--- config.mk ---
export PLATFORM = sky130hd
export DESIGN_NAME = mac_tx_pacing_flow_control
export DESIGN_NICKNAME = d
export VERILOG_FILES = /design/src/hdl/mac_tx_pkg.sv /design/src/hdl/frame_fifo.sv /design/src/hdl/mac_tx_pacing_flow_control.sv
export SDC_FILE = /design/constraint.sdc
export NUM_CORES = 1
export LEC_CHECK = 0
export ABC_CLOCK_PERIOD_IN_PS = 3400
export BUFFER_PORTS_ARGS = -buffer_cell sky130_fd_sc_hd__buf_2
export CAP_MARGIN = 20
export CORE_MARGIN = 3
export CORE_UTILIZATION = 30
export CTS_CLUSTER_DIAMETER = 60
export DETAILED_ROUTE_END_ITERATION = 10
export GPL_TIMING_DRIVEN = 0
export PLACE_DENSITY = 0.45
export SLEW_MARGIN = 15
export SYNTH_ARGS = -nofsm -noshare
export SYNTH_HDL_FRONTEND = slang
export SYNTH_SLANG_ARGS = --single-unit
--- constraint.sdc ---
create_clock -name clk -period 3.4 [get_ports clk]
set_input_delay 0.51 -clock clk [delete_from_list [all_inputs] [get_ports clk]]
set_output_delay 0.51 -clock clk [all_outputs]
set_load 0.05 [all_outputs]
--- src/hdl/mac_tx_pkg.sv ---
// Package with the timing constants and state types of the transmit pacing block.
package mac_tx_pkg;
  localparam int BITS_PER_TICK = 4;
  localparam int IPG_BITS = 96;
  localparam int SLOT_BITS = 512;
  localparam int JAM_BITS = 32;
  localparam int IPG_TICKS = (IPG_BITS + BITS_PER_TICK - 1) / BITS_PER_TICK;
  localparam int SLOT_TICKS = SLOT_BITS / BITS_PER_TICK;
  localparam int JAM_TICKS = JAM_BITS / BITS_PER_TICK;
  localparam int MAX_COLL = 16;
  localparam int BACKOFF_LIMIT = 10;
  localparam int BP_ON_TICKS_DEF = 4000;
  localparam int BP_GAP_TICKS_DEF = 4;
  localparam int CNT_W = 17;
  localparam logic [15:0] PAUSE_MAX = 16'hFFFF;
  localparam logic [15:0] PAUSE_ZERO = 16'h0000;
  localparam logic [3:0] JAM_NIBBLE = 4'h5;
  localparam logic [3:0] PREAMBLE_NIBBLE = 4'h5;
  localparam logic [15:0] LFSR_SEED = 16'hACE1;
  typedef enum logic [2:0] {
    ST_IDLE, ST_IPG, ST_SEND, ST_JAM, ST_DISCARD, ST_BACKOFF, ST_BPCAR, ST_BPGAP
  } tx_state_e;
endpackage

--- src/hdl/frame_fifo.sv ---
// Synchronous FIFO with registered full and empty flags.
`timescale 1ns/10ps
`default_nettype none
module frame_fifo #(
  parameter int WIDTH = 5,
  parameter int DEPTH = 8
) (
  input  wire logic             clk,
  input  wire logic             reset_n,
  input  wire logic             in_valid,
  output logic                  in_ready,
  input  wire logic [WIDTH-1:0] in_data,
  output logic                  out_valid,
  input  wire logic             out_ready,
  output logic [WIDTH-1:0]      out_data
);
  localparam int AW = (DEPTH > 1) ? $clog2(DEPTH) : 1;
  initial begin
    if (DEPTH < 2 || (1 << AW) != DEPTH || WIDTH < 1) begin
      $error("frame_fifo depth must be a power of two of at least two");
    end
  end
  typedef struct packed {
    logic [DEPTH-1:0][WIDTH-1:0] mem;
    logic [AW-1:0]               wp;
    logic [AW-1:0]               rp;
    logic [AW:0]                 cnt;
    logic                        full;
    logic                        empty;
    logic                        room;
  } fifo_s;
  fifo_s s;
  fifo_s next_s;
  logic push;
  logic pop;
  assign push = in_valid && !s.full;
  assign pop = out_ready && !s.empty;
  assign in_ready = s.room;
  assign out_valid = !s.empty;
  assign out_data = s.mem[s.rp];
  always_comb begin
    next_s = s;
    if (push) begin
      next_s.mem[s.wp] = in_data;
      next_s.wp = s.wp + 1'b1;
    end
    if (pop) begin
      next_s.rp = s.rp + 1'b1;
    end
    if (push && !pop) begin
      next_s.cnt = s.cnt + 1'b1;
    end else if (pop && !push) begin
      next_s.cnt = s.cnt - 1'b1;
    end
    next_s.full = (next_s.cnt == (AW+1)'(DEPTH));
    next_s.empty = (next_s.cnt == '0);
    next_s.room = !next_s.full;
  end
  always_ff @(posedge clk or negedge reset_n) begin
    if (!reset_n) begin
      s <= '{mem: '0, wp: '0, rp: '0, cnt: '0, full: 1'b0, empty: 1'b1, room: 1'b1};
    end else begin
      s <= next_s;
    end
  end
endmodule
`default_nettype wire

--- src/hdl/mac_tx_pacing_flow_control.sv ---
// Transmit pacing, collision back-off, pause flow control and backpressure.
`timescale 1ns/10ps
`default_nettype none
module mac_tx_pacing_flow_control #(
  parameter int DW = 4,
  parameter int LEVEL_W = 13,
  parameter int LEVEL_HI = 6144,
  parameter int LEVEL_LO = 4096,
  parameter int BP_ON_TICKS = mac_tx_pkg::BP_ON_TICKS_DEF,
  parameter int BP_GAP_TICKS = mac_tx_pkg::BP_GAP_TICKS_DEF,
  parameter int FIFO_DEPTH = 8
) (
  input  wire logic                clk,
  input  wire logic                reset_n,
  input  wire logic                tick,
  input  wire logic                full_duplex,
  input  wire logic                autoneg_en,
  input  wire logic                col,
  input  wire logic                crs,
  input  wire logic                in_valid,
  output logic                     in_ready,
  input  wire logic [DW-1:0]       in_data,
  input  wire logic                in_last,
  input  wire logic [LEVEL_W-1:0]  buf_level,
  input  wire logic                pause_rx_valid,
  input  wire logic [15:0]         pause_rx_quanta,
  input  wire logic                fc_ack,
  output logic                     fc_req,
  output logic [15:0]              fc_quanta,
  output logic                     paused,
  output logic                     flow_on,
  output logic                     tx_en,
  output logic [DW-1:0]            tx_data,
  output logic                     tx_preamble,
  output logic                     frame_retry,
  output logic                     frame_drop
);
  import mac_tx_pkg::*;
  initial begin
    if (DW != 4 || LEVEL_LO >= LEVEL_HI || LEVEL_HI >= (1 << LEVEL_W) || BP_ON_TICKS < 1
        || BP_GAP_TICKS < 1 || BP_ON_TICKS >= (1 << CNT_W) || BP_GAP_TICKS >= (1 << CNT_W)) begin
      $error("mac_tx_pacing_flow_control parameters out of range");
    end
  end
  typedef struct packed {
    tx_state_e   st;
    logic [CNT_W-1:0] cnt;
    logic [4:0]  coll;
    logic [7:0]  slot;
    logic [15:0] lfsr;
    logic [15:0] pq;
    logic [6:0]  psub;
    logic        paused;
    logic        flow_on;
    logic        fc_req;
    logic [15:0] fc_quanta;
    logic        tx_en;
    logic [DW-1:0] tx_data;
    logic        tx_preamble;
    logic        retry;
    logic        drop;
    logic        col_m;
    logic        col_s;
    logic        crs_m;
    logic        crs_s;
  } ctl_s;
  ctl_s s;
  ctl_s next_s;
  logic          f_valid;
  logic          f_ready;
  logic [DW:0]   f_data;
  logic          f_last;
  logic          pop;
  logic          bp_want;
  logic          can_send;
  logic          half_col;
  logic [3:0]    bo_exp;
  logic [9:0]    bo_mask;
  frame_fifo #(.WIDTH(DW+1), .DEPTH(FIFO_DEPTH)) u_fifo (
    .clk       (clk),
    .reset_n   (reset_n),
    .in_valid  (in_valid),
    .in_ready  (in_ready),
    .in_data   ({in_last, in_data}),
    .out_valid (f_valid),
    .out_ready (f_ready),
    .out_data  (f_data)
  );
  assign f_last = f_data[DW];
  assign f_ready = pop;
  assign bp_want = !full_duplex && autoneg_en && s.flow_on;
  assign can_send = f_valid && (s.pq == PAUSE_ZERO);
  assign half_col = s.col_s && !full_duplex;
  assign bo_exp = (s.coll > 5'(BACKOFF_LIMIT)) ? 4'(BACKOFF_LIMIT) : s.coll[3:0];
  assign bo_mask = 10'h3FF >> (4'(BACKOFF_LIMIT) - bo_exp);
  always_comb begin
    next_s = s;
    pop = 1'b0;
    next_s.retry = 1'b0;
    next_s.drop = 1'b0;
    next_s.col_m = col;
    next_s.col_s = s.col_m;
    next_s.crs_m = crs;
    next_s.crs_s = s.crs_m;
    next_s.lfsr = {s.lfsr[14:0], s.lfsr[15] ^ s.lfsr[13] ^ s.lfsr[12] ^ s.lfsr[10]};
    if (s.fc_req && fc_ack) begin
      next_s.fc_req = 1'b0;
    end
    if (!s.flow_on && buf_level >= LEVEL_W'(LEVEL_HI)) begin
      next_s.flow_on = 1'b1;
      if (full_duplex) begin
        next_s.fc_req = 1'b1;
        next_s.fc_quanta = PAUSE_MAX;
      end
    end else if (s.flow_on && buf_level <= LEVEL_W'(LEVEL_LO)) begin
      next_s.flow_on = 1'b0;
      if (full_duplex) begin
        next_s.fc_req = 1'b1;
        next_s.fc_quanta = PAUSE_ZERO;
      end
    end
    if (pause_rx_valid) begin
      next_s.pq = pause_rx_quanta;
      next_s.psub = '0;
    end else if (tick && s.pq != PAUSE_ZERO) begin
      next_s.psub = s.psub + 1'b1;
      if (s.psub == 7'(SLOT_TICKS - 1)) begin
        next_s.pq = s.pq - 1'b1;
      end
    end
    next_s.paused = (next_s.pq != PAUSE_ZERO);
    case (s.st)
      ST_IDLE: begin
        if (can_send && (full_duplex || !s.crs_s)) begin
          next_s.st = ST_SEND;
          next_s.slot = '0;
        end else if (bp_want) begin
          next_s.st = ST_BPCAR;
          next_s.cnt = '0;
        end
      end
      ST_SEND: begin
        if (tick && half_col) begin
          next_s.tx_data = JAM_NIBBLE;
          next_s.st = ST_JAM;
          next_s.cnt = '0;
          if (s.slot >= 8'(SLOT_TICKS)) begin
            next_s.drop = 1'b1;
            next_s.coll = '0;
          end else if (s.coll == 5'(MAX_COLL - 1)) begin
            next_s.drop = 1'b1;
            next_s.coll = '0;
          end else begin
            next_s.retry = 1'b1;
            next_s.coll = s.coll + 1'b1;
          end
        end else if (tick && f_valid) begin
          pop = 1'b1;
          next_s.tx_en = 1'b1;
          next_s.tx_preamble = 1'b0;
          next_s.tx_data = f_data[DW-1:0];
          if (s.slot != 8'hFF) begin
            next_s.slot = s.slot + 1'b1;
          end
          if (f_last) begin
            next_s.st = ST_IPG;
            next_s.cnt = '0;
            next_s.coll = '0;
          end
        end
      end
      ST_JAM: begin
        if (tick) begin
          next_s.cnt = s.cnt + 1'b1;
          if (s.cnt == CNT_W'(JAM_TICKS - 1)) begin
            next_s.tx_en = 1'b0;
            next_s.st = ST_DISCARD;
          end
        end
      end
      ST_DISCARD: begin
        if (f_valid) begin
          pop = 1'b1;
          if (f_last) begin
            next_s.cnt = '0;
            if (s.coll == '0) begin
              next_s.st = ST_IPG;
            end else if (bp_want) begin
              next_s.st = ST_BPCAR;
            end else begin
              next_s.st = ST_BACKOFF;
              next_s.cnt = {bo_mask & s.lfsr[9:0], 7'h00};
            end
          end
        end
      end
      ST_BACKOFF: begin
        if (tick) begin
          if (s.cnt == '0) begin
            next_s.st = ST_IPG;
          end else begin
            next_s.cnt = s.cnt - 1'b1;
          end
        end
      end
      ST_IPG: begin
        if (tick) begin
          next_s.tx_en = 1'b0;
          next_s.tx_preamble = 1'b0;
          if (!full_duplex && s.crs_s) begin
            next_s.cnt = '0;
          end else if (s.cnt == CNT_W'(IPG_TICKS - 1)) begin
            next_s.st = ST_IDLE;
          end else begin
            next_s.cnt = s.cnt + 1'b1;
          end
        end
      end
      ST_BPCAR: begin
        if (can_send || !bp_want) begin
          next_s.st = ST_IPG;
          next_s.cnt = '0;
          next_s.tx_en = 1'b0;
          next_s.tx_preamble = 1'b0;
        end else if (tick) begin
          next_s.tx_en = 1'b1;
          next_s.tx_preamble = 1'b1;
          next_s.tx_data = PREAMBLE_NIBBLE;
          next_s.cnt = s.cnt + 1'b1;
          if (s.cnt == CNT_W'(BP_ON_TICKS - 1)) begin
            next_s.st = ST_BPGAP;
            next_s.cnt = '0;
          end
        end
      end
      ST_BPGAP: begin
        if (tick) begin
          next_s.tx_en = 1'b0;
          next_s.tx_preamble = 1'b0;
          next_s.cnt = s.cnt + 1'b1;
          if (s.cnt == CNT_W'(BP_GAP_TICKS - 1)) begin
            next_s.st = (bp_want && !can_send) ? ST_BPCAR : ST_IPG;
            next_s.cnt = '0;
          end
        end
      end
      default: begin
        next_s.st = ST_IDLE;
      end
    endcase
  end
  always_ff @(posedge clk or negedge reset_n) begin
    if (!reset_n) begin
      s <= '{st: ST_IDLE, lfsr: LFSR_SEED, fc_quanta: PAUSE_ZERO, tx_data: '0, default: '0};
    end else begin
      s <= next_s;
    end
  end
  assign fc_req = s.fc_req;
  assign fc_quanta = s.fc_quanta;
  assign paused = s.paused;
  assign flow_on = s.flow_on;
  assign tx_en = s.tx_en;
  assign tx_data = s.tx_data;
  assign tx_preamble = s.tx_preamble;
  assign frame_retry = s.retry;
  assign frame_drop = s.drop;
  logic [5:0] gap_ticks;
  always_ff @(posedge clk or negedge reset_n) begin
    if (!reset_n) begin
      gap_ticks <= 6'h3F;
    end else if (s.tx_en) begin
      gap_ticks <= '0;
    end else if (tick && gap_ticks != 6'h3F) begin
      gap_ticks <= gap_ticks + 1'b1;
    end
  end
endmodule
`default_nettype wire

==> reports/qor.yml, run 1 <==
outcome:
  status: "complete, no violations"
cells_and_area:
  syn2layout_area_growth_pct: 18.0
  diodes: 0
  drive_gt1_frac: 0.234
  stdcell_area_mm2: 0.00946
  multi_input_area_mm2: 0.00405
  fillers: 2702
  final-seq-area_mm2: 0.00354
  nets: 960
setup_path:
  cp-start-kind: "register"
  path_cells: "buf_2 -> mux4_2 -> a22o_1 -> nor3_1 -> o21ba_2 -> and2_1 -> buf_2 -> nand2_1 -> buf_2 -> o21ai_1"
  slowest_stage: "mux4_2"
  cp.required_ns: 3.71
  critPathArrivalTime_ns: 3.29
  crit_type: "reg2reg"
  path_max_fanout: 10
  crit_path_end_kind: "register"
  cp_slowest_stage_delay_ns: 0.54
  crit_path_frequent_cell: "buf_2"
floorplan:
  start_util: 0.307
  core_region_area_mm2: 0.0261
  die_w_um: 169
  fp-row-count: 59
  pin_count: 72
  die_h_um: 169
  dieArea_mm2: 0.0287
detailed_routing:
  drc: 0
  drtAntennaViolNets: 0
  wirelength_mm: 21.0
  vias: 6338
  drt-vias-per-instance: 5.09
  routedWlPerCell_um: 16.8
  drtIter0Drc: 338
  firstDrtPassIters: 5
global_routing:
  grt_antenna_before_repair: 0
  grtUsageTotal: 0.151
  grt_start_max_net_pins: 91
  grt_first_pass_wirelength_mm: 34.7
  grt_pass1_vias: 6380
  grt-ovfl-total: 0
timing:
  finalCritPeriodShare: 0.875
  relSlewSlack: 0.284
  hold_viol: 0
  finalClockSkew_ns: 0.0171
  fin_ws_ns: 0.425
  rsz0062_at_grt: "no"
  finalMaxSlewViolations: 0
  setup-violations-final: 0
  max_freq_ghz: 0.336
  worst_pin_slew_ns: 1.07
  min_period_ns: 2.98
clock_network:
  post_cts_buffers: 0
  clk_latency_ns: 0.44
  ctsHoldBuffers: 0
  cts_root_buf: "clkbuf_16"
  clock-sinks: 141
  cts_tree: "done"
  htree_levels: 4
  clkTransAtPathRegs_ns: 0.08
  clock_path_buffers: 2
  cts_buffers: 17
  ctsResizeCount: 0
placement:
  post_dp_cell_area_mm2: 0.00882
  dpl_worst_slack_ns: 0.435
  hpwl_mm: 14.9
  io_buffer_count: 70
  gp_congestion: 0.830
yosys:
  ys_seq_area_frac: 0.442
  synth_top_area_share: 0.409
  syn_avg_cell_area_um2: 9.92
  ys_async_sr_fraction: 1.00
  synth.area.top_cells: "dfrtp_1, mux2_2, dfstp_2, nor2_1, ha_1"
  synth_ff_type: "dfrtp_1"
  synth_seq_cells: 141
  synth_edf_count: 0
  syn-num-nets: 870
  synth_area_mm2: 0.00802
  netlist.top_cell.by_area: "dfrtp_1"
  synth_cells: 808
  synth.most_common_cell: "dfrtp_1"
  synth_commonest_cells: "dfrtp_1, nor2_1, nand2_1"
  ys_types: 77
  yosysWarnings: 0
power_and_ir_drop:
  p_per_area_mw_per_mm2: 855
  cellLeakagePower_nw: 4.01
  peakVddDrop_v: 0.000395
worst_hold_path:
  hp-class: "in2async"
run:
  cap_violations: 0
## flip-flops by register name, summed over array words and instances (netlist names)
| signal | flops |
|---|---|
| u_fifo.in_ready | 1 |
| s | 59 |
| next_s | 17 |
| tx_en | 1 |
| fc_quanta | 1 |
| paused | 1 |
| tx_preamble | 1 |
| frame_drop | 1 |
| flow_on | 1 |
| fc_req | 1 |
| u_fifo.s | 52 |
| frame_retry | 1 |
| tx_data | 4 |
## cells by family (layout without fill, tap and decap cells)
group | Yosys count | in the layout | share of synthesized area
fa+ha+maj | 18 | 18 | 0.0281
buf+inv | 86 | 189 | 0.0527
flops | 141 | 141 | 0.442
xor+xnor | 39 | 39 | 0.0426
simple gates | 297 | 297 | 0.201
compound gates | 164 | 164 | 0.133
mux | 63 | 63 | 0.101
## where the power goes
part / switching (W) / internal (W) / total (W) / leakage (nW)
logic: 0.00213 / 0.00146 / 0.00358 / 1.95
registers: 0.000376 / 0.00217 / 0.00254 / 1.76
clock network: 0.000941 / 0.00102 / 0.00196 / 0.305
## worst paths after layout
check,startpoint,endpoint,slack [ns],depth (start not counted)
setup / recovery,u_fifo.s[8],s[90],0.42,10
hold / removal,reset_n,s[87],0.003,1
setup reg to reg,u_fifo.s[8],s[90],0.42,10
hold reg to reg,next_s[69],s[69],0.36,0
max in group asynchronous,reset_n,s[83],2.62,2
min in group clk,crs,next_s[0],0.18,1
## critical path: cells and delay by family (launching register included)
kind                   cells  cell delay, ns
buffers and inverters      3            0.79
AO/OA/AOI/OAI              3            0.58
multiplexers               1            0.54
AND/OR/NAND/NOR            3            0.54
flip-flops                 1            0.39
## layer usage
layer  vias to the layer above  share of wire  GRT usage
met5                         -              0          0
met1                      3089           0.49      0.216
li1                       3107              -          -
met2                       122           0.46      0.236
met3                        20          0.035     0.0303
met4                         0          0.012     0.0363
## cell usage in the layout (no fill, tap or decap), drive strengths merged, types with 13 or more instances in the layout
cell type	synthesis	layout
buf	33	104
xor2	19	19
ha	18	18
a21oi	26	26
nand4	17	17
nor2	70	70
inv	27	33
o21ai	61	61
nor4	14	14
nand2	60	60
dfrtp	131	131
mux2	44	44
nand3	24	24
nor2b	13	13
and3	13	13
nor3	27	27
clkbuf	25	42
xnor2	20	20
## through the flow
stage / hold slack, ns / cells / TNS [ns] / power, W / utilization
CTS: 0.0112 / 1246 / 0 / 0.00816 / 0.362
global placement: 0.339 / 1213 / -62.35 / 0.00615 / 0.336
finish: 0.00272 / 1246 / 0 / 0.00809 / 0.362
detailed placement: 0.343 / 1214 / 0 / 0.00615 / 0.338
floorplan: 0.214 / 808 / 0 / 0.00520 / -
global route: 0.0283 / 1246 / 0 / 0.00870 / 0.362
## final cells by class
cell class                      instances  share of cell area
Timing Repair Buffer                   71              0.0410
Clock buffer                           17              0.0450
Buffer                                 58              0.0336
Inverter                               28              0.0111
Sequential cell                       141               0.374
Tap cell                              335              0.0443
Clock inverter                         15              0.0223
Multi-Input combinational cell        581               0.428
Note: power is estimated with default switching activity, not from simulation.
==> run 2: changes to the inputs <==
CORE_UTILIZATION = 60   (was 30)
GPL_ROUTABILITY_DRIVEN = 1   (was unset)
PLACE_DENSITY = 0.79   (was 0.45)
TNS_END_PERCENT = 100   (was unset)
==> run 2 against run 1 <==
The flow now finishes with violations (negative hold slack). Critical endpoint is now s[102]. Clock-buffer cell count up 1. Global-route usage is 13 points higher. Final cell count down 13%. Clock skew fell by 0.0079 ns. Clock power fell by 12%. Combinational power hardly changed.
==> reports/qor.yml, run 2 (same netlist as run 1, synthesis figures left out) <==
outcome:
  status: "finished with violations"  # was complete, no violations
  violations: "negative hold slack"
cells_and_area:
  largest_reg_flops: 59  # unchanged
  final_common_cell: "dfrtp_1"  # unchanged
  fillers: 981  # was 2702
  multi_input_area_mm2: 0.00405  # unchanged
  syn2layout_area_growth_pct: 14.4  # was 18.0%
  drive_gt1_frac: 0.233  # was 0.234
  top_register: "s"  # unchanged
  final-seq-area_mm2: 0.00354  # unchanged
  nets: 960  # unchanged
  fin_cells: 1083  # was 1246
  final_cell_mix: "dfrtp_1, buf_2, nor2_1"  # unchanged
clock_network:
  cts_tree: "done"  # unchanged
  cts_root_buf: "clkbuf_16"  # unchanged
  post_cts_buffers: 0  # unchanged
  ctsResizeCount: 0  # unchanged
  clock-sinks: 141  # unchanged
  ctsHoldBuffers: 0  # unchanged
  cts_buffers: 17  # unchanged
  clk_latency_ns: 0.43  # was 0.44 ns
  clock_path_buffers: 2  # unchanged
  clkTransAtPathRegs_ns: 0.06  # was 0.08 ns
  htree_levels: 4  # unchanged
timing:
  setup-violations-final: 0  # unchanged
  hold_slack_ns: -0.0126  # was 0.00272 ns
  worst_pin_slew_ns: 0.976  # was 1.07 ns
  finalClockSkew_ns: 0.00922  # was 0.0171 ns
  finalCritPeriodShare: 0.883  # was 0.875
  fin_ws_ns: 0.396  # was 0.425 ns
  max_freq_ghz: 0.333  # was 0.336 GHz
  rsz0062_at_grt: "no"  # unchanged
  min_period_ns: 3.00  # was 2.98 ns
  hold_viol: 9  # was 0
  relSlewSlack: 0.344  # was 0.284
  finalMaxSlewViolations: 0  # unchanged
power_and_ir_drop:
  power_w: 0.00787  # was 0.00809 W
  p_per_area_mw_per_mm2: 858  # was 855 mW/mm2
  cellLeakagePower_nw: 3.97  # was 4.01 nW
  peakVddDrop_v: 0.000467  # was 0.000395 V
setup_path:
  worst-path-buf-inv: 2  # was 3
  crit_path_end_kind: "register"  # unchanged
  critPathArrivalTime_ns: 3.29  # about the same
  cp-start-kind: "register"  # unchanged
  crit_type: "reg2reg"  # unchanged
  crit_family: "simple AND/OR/NAND/NOR gates"  # was buffers and inverters
  cp.required_ns: 3.69  # was 3.71 ns
  cp_slowest_stage_delay_ns: 0.45  # was 0.54 ns
  path_max_fanout: 11  # was 10
  path_cells: "inv_1 -> ha_1 -> nor4b_2 -> nand4_1 -> clkbuf_1 -> or3_1 -> nand3_1 -> nand4_1 -> o31ai_1 -> o31ai_1"  # was buf_2 -> mux4_2 -> a22o_1 -> nor3_1 -> o21ba_2 -> and2_1 -> buf_2 -> nand2_1 -> buf_2 -> o21ai_1
  slowest_stage: "or3_1"  # was mux4_2
floorplan:
  die_w_um: 122  # was 169 um
  core_region_area_mm2: 0.0128  # was 0.0261 mm2
  dieArea_mm2: 0.0148  # was 0.0287 mm2
  start_util: 0.625  # was 0.307
  pin_count: 72  # unchanged
  fp-row-count: 41  # was 59
  die_h_um: 122  # was 169 um
placement:
  gp_congestion: 0.954  # was 0.830
  place_inst: 1051  # was 1214
  hpwl_mm: 14.0  # was 14.9 mm
  io_buffer_count: 70  # unchanged
  dpl_worst_slack_ns: 0.468  # was 0.435 ns
detailed_routing:
  drc: 0  # unchanged
  wirelength_mm: 19.8  # was 21.0 mm
  routedWlPerCell_um: 18.2  # was 16.8 um
  vias: 6642  # was 6338
  drtIter0Drc: 591  # was 338
  drt-vias-per-instance: 6.13  # was 5.09
  drtAntennaViolNets: 0  # unchanged
  firstDrtPassIters: 7  # was 5
global_routing:
  grt_pass1_vias: 6803  # was 6380
  grt_start_max_net_pins: 90  # was 91
  grt_first_pass_wirelength_mm: 33.1  # was 34.7 mm
  grtUsageTotal: 0.281  # was 0.151
  grt-ovfl-total: 0  # unchanged
  grt_antenna_before_repair: 1  # was 0
worst_hold_path:
  hp-class: "in2async"  # unchanged
run:
  cap_violations: 0  # unchanged
run 2: cell types whose count changed in the layout (fill, tap and decap cells not counted), sizes merged:
cell	change
clkinv	-3
clkinvlp	+2
clkbuf	+1
diode	+1
inv	-1
run 2: cell type report:
| type | instances | share of cell area |
|---|---|---|
| antenna | 1 | 0.000273 |
| buffer | 58 | 0.0347 |
| clock buffer | 18 | 0.0479 |
| clock inverter | 13 | 0.0117 |
| inverter | 28 | 0.0115 |
| multi-input combinational | 581 | 0.442 |
| sequential | 141 | 0.386 |
| tap | 172 | 0.0235 |
| timing repair buffer | 71 | 0.0423 |
run 2: worst paths after layout:
kind / from / endpoint / slack [ns] / cells after the start
setup / recovery: s[38] / s[102] / 0.40 / 10
hold / removal: reset_n / s[74] / -0.01 / 1
setup reg to reg: s[38] / s[102] / 0.40 / 10
hold reg to reg: next_s[2] / s[2] / 0.35 / 0
max in group asynchronous: reset_n / paused / 2.65 / 2
min in group clk: crs / next_s[0] / 0.18 / 1
run 2: per-stage QoR:
step                      instance area (um2)  setup TNS (ns)   util
after floorplan                          8020               0      -
after global placement                   8580          -0.819  0.669
after detailed placement                 8620               0  0.672
after CTS                                9170               0  0.715
after global routing                     9170               0  0.715
final                                    9170               0  0.715
run 2: worst reg2reg max path: stages, from the launching register on:
cell and delay, ns:
dfrtp_1 0.39, inv_1 0.08, ha_1 0.18, nor4b_2 0.42
nand4_1 0.27, clkbuf_1 0.33, or3_1 0.45, nand3_1 0.10
nand4_1 0.24, o31ai_1 0.31, o31ai_1 0.10
run 2: layer usage:
metal / share of wire / wire [um] / track usage / vias up
met5: 0 / 0 / 0 / -
met4: 0.022 / 442 / 0.107 / 0
met3: 0.063 / 1240 / 0.0534 / 48
met2: 0.49 / 9770 / 0.462 / 263
met1: 0.42 / 8310 / 0.373 / 3221
li1: - / - / - / 3110
run 2: power breakdown:
part | internal [W] | switching [W]
Clock | 0.000962 | 0.000763
Combinational | 0.00146 | 0.00212
Sequential | 0.00217 | 0.000396
Total | 0.00459 | 0.00328
